### src/include/pipp_pkg.sv
// Package of constants for the port pending-flag and pull-up block
package pipp_pkg;

  // ****************************************
  // Register map
  // ****************************************
  // Register indices; the byte address is four times the index
  localparam logic [7:0] PEND_IDX = 8'he6;
  localparam logic [7:0] PULL_IDX = 8'hee;
  localparam int ADDR_LSB = 2;
  localparam int IDX_W = 8;
  localparam int MAP_TOP = ADDR_LSB + IDX_W;

  // ****************************************
  // Reset values and bus codes
  // ****************************************
  localparam logic [7:0] PEND_RESET = 8'h00;
  localparam logic [7:0] PULL_RESET = 8'h00;
  localparam logic [2:0] HSIZE_WORD = 3'h2;
  localparam logic OKAY = 1'b0;
  localparam int NUM_PINS = 8;
  localparam int UPPER_LSB = 4;

  // Address decode shared by reads and writes
  function automatic logic hit(input logic [7:0] idx, input logic [7:0] reg_idx);
    hit = (idx == reg_idx);
  endfunction

endpackage

### src/rtl/pipp_ahb_slave.sv
// AHB-Lite address-phase capture for the port pending-flag block
`timescale 1ns/10ps
module pipp_ahb_slave (
  // Clock and reset
  input wire logic hclk,
  input wire logic hresetn,
  // Address phase
  input wire logic hsel,
  input wire logic [31:0] haddr,
  input wire logic [1:0] htrans,
  input wire logic hwrite,
  input wire logic [2:0] hsize,
  input wire logic hready,
  // Register access
  output logic rd_en,
  output logic [7:0] rd_idx,
  output logic wr_q,
  output logic [7:0] wr_idx_q
);

  logic take;
  logic mapped;

  // A legal word transfer in a mapped window
  always_comb begin
    take = hsel && htrans[1] && hready;
    mapped = (haddr[31:pipp_pkg::MAP_TOP] == '0) &&
             (haddr[pipp_pkg::ADDR_LSB-1:0] == '0) &&
             (hsize == pipp_pkg::HSIZE_WORD);
    rd_en = take && mapped && !hwrite;
    rd_idx = haddr[pipp_pkg::MAP_TOP-1:pipp_pkg::ADDR_LSB];
  end

  // Hold a write over to its data phase
  always_ff @(posedge hclk or negedge hresetn) begin
    if (!hresetn) begin
      wr_q <= 1'b0;
      wr_idx_q <= 8'h00;
    end else begin
      wr_q <= take && mapped && hwrite;
      if (take) begin
        wr_idx_q <= haddr[pipp_pkg::MAP_TOP-1:pipp_pkg::ADDR_LSB];
      end
    end
  end

endmodule

### src/rtl/pipp_port2_irq_pending_pullup.sv
// Port pending flags and pull-up enables behind an AHB-Lite slave
`timescale 1ns/10ps
module pipp_port2_irq_pending_pullup #(
  parameter int PINS = pipp_pkg::NUM_PINS
) (
  // Clock and reset
  input wire logic hclk,
  input wire logic hresetn,
  // AHB-Lite slave
  input wire logic hsel,
  input wire logic [31:0] haddr,
  input wire logic [1:0] htrans,
  input wire logic hwrite,
  input wire logic [2:0] hsize,
  input wire logic [31:0] hwdata,
  input wire logic hready,
  output logic [31:0] hrdata,
  output logic hreadyout,
  output logic hresp,
  // From the enable register and the edge detectors
  input wire logic [PINS-1:0] irq_enable,
  input wire logic [PINS-1:0] trigger_detect,
  // Interrupt source requests
  output logic ext_irq_source_pin0,
  output logic ext_irq_source_pin1,
  output logic ext_irq_source_pin2,
  output logic ext_irq_source_pin3,
  output logic ext_irq_source_upper_pins,
  // Pin pad controls
  output logic [PINS-1:0] port_pullup_enables
);

  // ****************************************
  // Declarations
  // ****************************************
  logic rd_en;
  logic [7:0] rd_idx;
  logic wr_q;
  logic [7:0] wr_idx_q;
  logic wr_pend;
  logic wr_pull;
  logic [PINS-1:0] hw_set;
  logic [PINS-1:0] pend_q;
  logic [PINS-1:0] pend_d;
  logic [PINS-1:0] pull_q;
  logic [PINS-1:0] pull_d;
  logic [31:0] rdata_d;
  logic [3:0] src_pin_q;
  logic src_upper_q;
  logic rd_pend_q;
  logic rd_pull_q;

  // ****************************************
  // Bus front end
  // ****************************************
  pipp_ahb_slave u_slave (
    .hclk(hclk),
    .hresetn(hresetn),
    .hsel(hsel),
    .haddr(haddr),
    .htrans(htrans),
    .hwrite(hwrite),
    .hsize(hsize),
    .hready(hready),
    .rd_en(rd_en),
    .rd_idx(rd_idx),
    .wr_q(wr_q),
    .wr_idx_q(wr_idx_q)
  );

  // Data-phase write strobes
  assign wr_pend = wr_q && pipp_pkg::hit(wr_idx_q, pipp_pkg::PEND_IDX);
  assign wr_pull = wr_q && pipp_pkg::hit(wr_idx_q, pipp_pkg::PULL_IDX);

  // ****************************************
  // Pending flags
  // ****************************************
  // Trigger on an enabled pin
  assign hw_set = trigger_detect & irq_enable;

  // Zero clears, one keeps, hardware set wins over the clear
  always_comb begin
    pend_d = pend_q;
    if (wr_pend) begin
      pend_d = pend_q & hwdata[PINS-1:0];
    end
    pend_d = pend_d | hw_set;
  end

  // Flag storage
  always_ff @(posedge hclk or negedge hresetn) begin
    if (!hresetn) begin
      pend_q <= pipp_pkg::PEND_RESET;
    end else begin
      pend_q <= pend_d;
    end
  end

  // Source requests follow the flags in step with them
  always_ff @(posedge hclk or negedge hresetn) begin
    if (!hresetn) begin
      src_pin_q <= 4'h0;
      src_upper_q <= 1'b0;
    end else begin
      src_pin_q <= pend_d[pipp_pkg::UPPER_LSB-1:0];
      src_upper_q <= |pend_d[PINS-1:pipp_pkg::UPPER_LSB];
    end
  end

  assign ext_irq_source_pin0 = src_pin_q[0];
  assign ext_irq_source_pin1 = src_pin_q[1];
  assign ext_irq_source_pin2 = src_pin_q[2];
  assign ext_irq_source_pin3 = src_pin_q[3];
  assign ext_irq_source_upper_pins = src_upper_q;

  // ****************************************
  // Pull-up enables
  // ****************************************
  // Write takes the whole byte
  always_comb begin
    pull_d = pull_q;
    if (wr_pull) begin
      pull_d = hwdata[PINS-1:0];
    end
  end

  // Pull-up storage drives the pads directly
  always_ff @(posedge hclk or negedge hresetn) begin
    if (!hresetn) begin
      pull_q <= pipp_pkg::PULL_RESET;
    end else begin
      pull_q <= pull_d;
    end
  end

  assign port_pullup_enables = pull_q;

  // ****************************************
  // Read data and response
  // ****************************************
  // Next values are read so a write just before is seen
  always_comb begin
    rdata_d = 32'h0000_0000;
    if (pipp_pkg::hit(rd_idx, pipp_pkg::PEND_IDX)) begin
      rdata_d[PINS-1:0] = pend_d;
    end else if (pipp_pkg::hit(rd_idx, pipp_pkg::PULL_IDX)) begin
      rdata_d[PINS-1:0] = pull_d;
    end
  end

  // Load read data for the data phase
  always_ff @(posedge hclk or negedge hresetn) begin
    if (!hresetn) begin
      hrdata <= 32'h0000_0000;
      rd_pend_q <= 1'b0;
      rd_pull_q <= 1'b0;
    end else begin
      rd_pend_q <= rd_en && pipp_pkg::hit(rd_idx, pipp_pkg::PEND_IDX);
      rd_pull_q <= rd_en && pipp_pkg::hit(rd_idx, pipp_pkg::PULL_IDX);
      if (rd_en) begin
        hrdata <= rdata_d;
      end
    end
  end

  // Zero-wait slave, always OKAY
  always_ff @(posedge hclk or negedge hresetn) begin
    if (!hresetn) begin
      hreadyout <= 1'b1;
      hresp <= pipp_pkg::OKAY;
    end else begin
      hreadyout <= 1'b1;
      hresp <= pipp_pkg::OKAY;
    end
  end
endmodule

### config.mk
export PLATFORM = sky130hd
export DESIGN_NAME = pipp_port2_irq_pending_pullup
export DESIGN_NICKNAME = d
export VERILOG_FILES = /design/src/include/pipp_pkg.sv /design/src/rtl/pipp_ahb_slave.sv /design/src/rtl/pipp_port2_irq_pending_pullup.sv
export SDC_FILE = /design/constraint.sdc
export NUM_CORES = 1
export LEC_CHECK = 0
export ABC_AREA = 1
export BUFFER_PORTS_ARGS = -buffer_cell sky130_fd_sc_hd__buf_2
export CAP_MARGIN = 25
export CORE_ASPECT_RATIO = 0.75
export CORE_UTILIZATION = 46
export CTS_BUF_LIST = sky130_fd_sc_hd__clkbuf_4 sky130_fd_sc_hd__clkbuf_8
export DETAILED_ROUTE_END_ITERATION = 8
export GPL_TIMING_DRIVEN = 0
export PLACE_DENSITY = 0.95
export SLEW_MARGIN = 20
export SYNTH_ARGS = -nofsm -noshare
export SYNTH_HDL_FRONTEND = slang
export SYNTH_HIERARCHICAL = 1
export SYNTH_SLANG_ARGS = --single-unit
### constraint.sdc
create_clock -name hclk -period 3.5 [get_ports hclk]
set_input_delay 0.875 -clock hclk [delete_from_list [all_inputs] [get_ports hclk]]
set_output_delay 0.875 -clock hclk [all_outputs]
set_load 0.02 [all_outputs]
# Word level (Yosys, flattened, before mapping)
# Cells that the tools add are included.
# word_totals
wordCells,32
output_inout_bits,47
reg_bits,38
inputBits,90
# op_classes
bitwise_logic,3
muxes,4
n_eq_ne,5
n_reduce_logical,13
# ops
cell,count
"8-bit equality test, second input constant",4
8-bit two-way mux,4
22-bit logical NOT,1
8-bit bitwise AND,2
1-bit logical AND,9
8-bit OR,1
4-bit OR reduction,1
"3-bit by 2-bit equality test with 1-bit output, second input constant",1
2-bit logical NOT,1
1-bit logical NOT,1

# Depth between registers and ports, before layout
# logic_depth
depth_word,5
mapped_depth,11
depth_no_buf,10

# Cells and area by module
# The synthesis kept the hierarchy.
# modules_own_cells
mod,cells_each,instances,seq_area_each_um2,area_each_um2
pipp_port2_irq_pending_pullup,201,1,625.6,1496.4
pipp_ahb_slave,55,1,225.2,506.7

# Least setup slack after synthesis
# Ideal clock, no wire load.
# synth_path
path_type,input port to flip-flop
from,input haddr[2]
to,register hrdata[0]
slack_ps,1638
stages,8
required_ps,3435
path_buffers,1
setup_ps,65
t_arrival_ps,1797
cell_sequence,buf_4 -> inv_1 -> nand2_1 -> nor4_2 -> nand2_1 -> nand2_1 -> nand2_1 -> nand2_1
# synth_between
elab_chain_len,3
word_cells_on_any_way,4
classes_between,eq/ne: 2; mux: 2
# synth_rtl
item,line_no,rtl
start: declaration,pipp_port2_irq_pending_pullup.sv:11,"input wire logic [31:0] haddr,"
8-bit equality test,--,
8-bit two-way mux,pipp_port2_irq_pending_pullup.sv:146,"end else if (pipp_pkg::hit(rd_idx, pipp_pkg::PULL_IDX)) begin"
8-bit two-way mux *,pipp_port2_irq_pending_pullup.sv:144,"if (pipp_pkg::hit(rd_idx, pipp_pkg::PEND_IDX)) begin"
end signal: assignment,pipp_port2_irq_pending_pullup.sv:161,hrdata <= rdata_d;
end: declaration,pipp_port2_irq_pending_pullup.sv:17,"output logic [31:0] hrdata,"
# Mark *: on every way between the ends. The rest lies on a longest branch, timed or not.
# A chain may end at the register's enable or synchronous reset.

# Worst setup path after layout
# layout_path
from,input haddr[6]
to,register hrdata[2]
# Same word-level chain as after synthesis.

==> flow_metrics.tcl <==
set metrics [dict create \
    port_buffers 85 \
    holdBufCountCts 0 \
    worst_hold_path_type "reg2reg" \
    start_util_pct 48.8 \
    critPathKind "in2reg" \
    die_h_um 59.2 \
    period_needed_ns 2.03 \
    tightest_slew_ns 0.806 \
    synthCells 256 \
    synth_top_area_share_pct 42.5 \
    dr.first_iter.drc_count 103 \
    netSwitchingPower_uw 238 \
    synth-adder-area-share_pct 0 \
    max-slew-margin-rel_pct 45.8 \
    dp_hpwl_um 3660 \
    clock_sinks 34 \
    std_cell_rows 20 \
    cts_buffer_depth 2 \
    synth-simple-area-share_pct 32.0 \
    fill_cells 352 \
    cts-root-buf "clkbuf_8" \
    cts_tree "built" \
    routed_wl_um 4740 \
    synth.most_common_cell "nand2_1" \
    synth_compound_area_share_pct 2.37 \
    ys_seq_area_share_pct 42.5 \
    tns_ns 0 \
    htreeDepth 2 \
    drc_errors 0 \
    cp.arrival_ns 2.25 \
    yosys-top-cells-count "97 x nand2_1, 34 x buf_4, 34 x dfrtp_1" \
    synth_xor_xnor_area_share_pct 0 \
    antenna_found_initial 0 \
    synth_edf_count 0 \
    ant_nets 0 \
    pwr-share-comb_pct 18.3 \
    yosys_warnings 6 \
    cts-resized-gates 0 \
    rsz0062_at_grt "no" \
    skew_ns 0.00445 \
    peakVddDrop_uv 154 \
    numCtsBuffers 5 \
    clk_latency_ns 0.29 \
    synth_top_family_by_area "simple AND/OR/NAND/NOR gates" \
    synth.avg_cell_area_um2 7.82 \
    crit_start "haddr[6]" \
    grt_overflow_total 0 \
    worstPathMaxFanout 8 \
    wl_per_cell_um 11.1 \
    syn_to_final_growth_pct 33.9 \
    place_area_um2 2590 \
    ys_types 21 \
    place_congestion 0.783 \
    fmax_mhz 494 \
    final_cell_area_um2 2680 \
    finalCritPeriodShare_pct 57.9 \
    worst_setup_path_start_kind "primary input" \
    nNetsFinal 462 \
    clkTransAtPathRegs_ns 0.07 \
    cp.required_ns 3.73 \
    muxShareOfSynthArea_pct 4.50 \
    swShare_pct 26.8 \
    route.vias.total 1958 \
    cts_setup_buffers 0 \
    p_leak_nw 1.58 \
    drive_above_1_share_pct 39.7 \
    finalMaxSlewViolations 0 \
    seqCellArea_um2 851 \
    powerDensity_nw_per_um2 332 \
    ios 137 \
    p_seq_share_pct 47.3 \
    die_w_um 78.2 \
    p_int_uw 652 \
    outcome "finished clean" \
    max_cap_viol_count 0 \
    synth_area_um2 2000 \
    dr.pass1.iters 4 \
    grt_max_degree 35 \
    multiInputGateArea_um2 876 \
    setup_viol 0 \
    fin_cells 428 \
    synth_area_leaders "dfrtp_1 42%, nand2_1 18%, buf_4 13%" \
    die-area_um2 4630 \
    power_frac_clock_pct 34.5 \
    ys_async_sr_fraction_pct 100 \
    yosys.area.top_type "dfrtp_1" \
    dominantRegCellSynth "dfrtp_1" \
    grt_usage_pct 21.8 \
    dp_cells 420 \
    viasPerCell 4.57 \
    power.total_uw 890 \
    design.core.area_um2 4100 \
    grt_pass1_wl_um 7620 \
    critPathCaptureType "flop" \
    hold_viol_final 0 \
    diodes 0 \
    min-delay-start "hrdata[7]" \
    grt_pass1_vias 1782 \
    reg2reg_from "u_slave/wr_idx_q[4]" \
    ys_seq_elements 34 \
]
per-layer routing:
layer	vias up	track usage (%)	share of wire (%)
met5	-	0	0
met4	0	10.6	2.3
met3	13	5.23	8.6
met2	100	38.5	49
met1	874	25.3	40
li1	971	-	-
layout by cell type, fill, tap and decap left out, drive strengths merged:
cell type,instances
nor2,22
conb,26
nand4,9
o21ai,8
buf,122
nor4,1
clkbuf,7
nor3,3
nand2,97
dfrtp,34
nand3b,1
mux2,8
clkinv,1
nand3,10
inv,24
final cells by class:
cell class,count,share of cell area (%)
Inverter,24,3.36
Tap cell,55,2.57
Sequential cell,34,31.7
Timing Repair Buffer,85,15.9
Buffer,37,10.3
Clock inverter,1,0.187
Clock buffer,7,3.36
Multi-Input combinational cell,185,32.6
sequential cells by signal (all words and copies together), names as in the netlist:
name	count
src_pin_q	3
hrdata	8
u_slave/wr_q	1
port_pullup_enables	8
pend_q	5
ext_irq_source_upper_pins	1
u_slave/wr_idx_q	8
through the flow:
stage          util, %  hold WS (ns)  worst slack, ns
2_1_floorplan        -         0.479             1.64
4_1_cts           65.4         0.484             1.48
5_1_grt           65.4         0.503             1.31
3_5_place_dp      63.0         0.467             1.18
3_3_place_gp      63.0         0.462             1.17
6_report          65.4         0.485             1.47
cells by family after synthesis:
kind of cell | count (synthesis)
AOI/OAI and AO/OA | 8
buffers and inverters | 61
DFF | 34
muxes | 8
other | 2
and+or+nand+nor | 143
critical path, stage by stage:
cell	delay, ns
buf_2	0.11
buf_4	0.12
inv_1	0.05
nand4_1	0.14
nor4_2	0.64
nand2_1	0.11
nand2_1	0.11
nand2_1	0.06
nand2_1	0.06
power groups by stage:
stage | sequential [mW] | combinational (mW) | clock [mW]
CTS | 0.420 | 0.161 | 0.310
finish | 0.421 | 0.163 | 0.307
global placement | 0.426 | 0.156 | 0
floorplan | 0.424 | 0.105 | 0
detailed placement | 0.428 | 0.161 | 0
global route | 0.423 | 0.180 | 0.332
path summary, 6_finish.rpt:
kind / endpoint / slack [ns] / cells after the start
max: hrdata[2] / 1.47 / 9
min: hrdata[7] / 0.48 / 2
max reg2reg: ext_irq_source_upper_pins / 1.86 / 8
min reg2reg: hrdata[7] / 0.48 / 2
max in group asynchronous: port_pullup_enables[0] / 2.35 / 1
min in group asynchronous: src_pin_q[2] / 0.66 / 1
(Power assumes the default switching activity.)
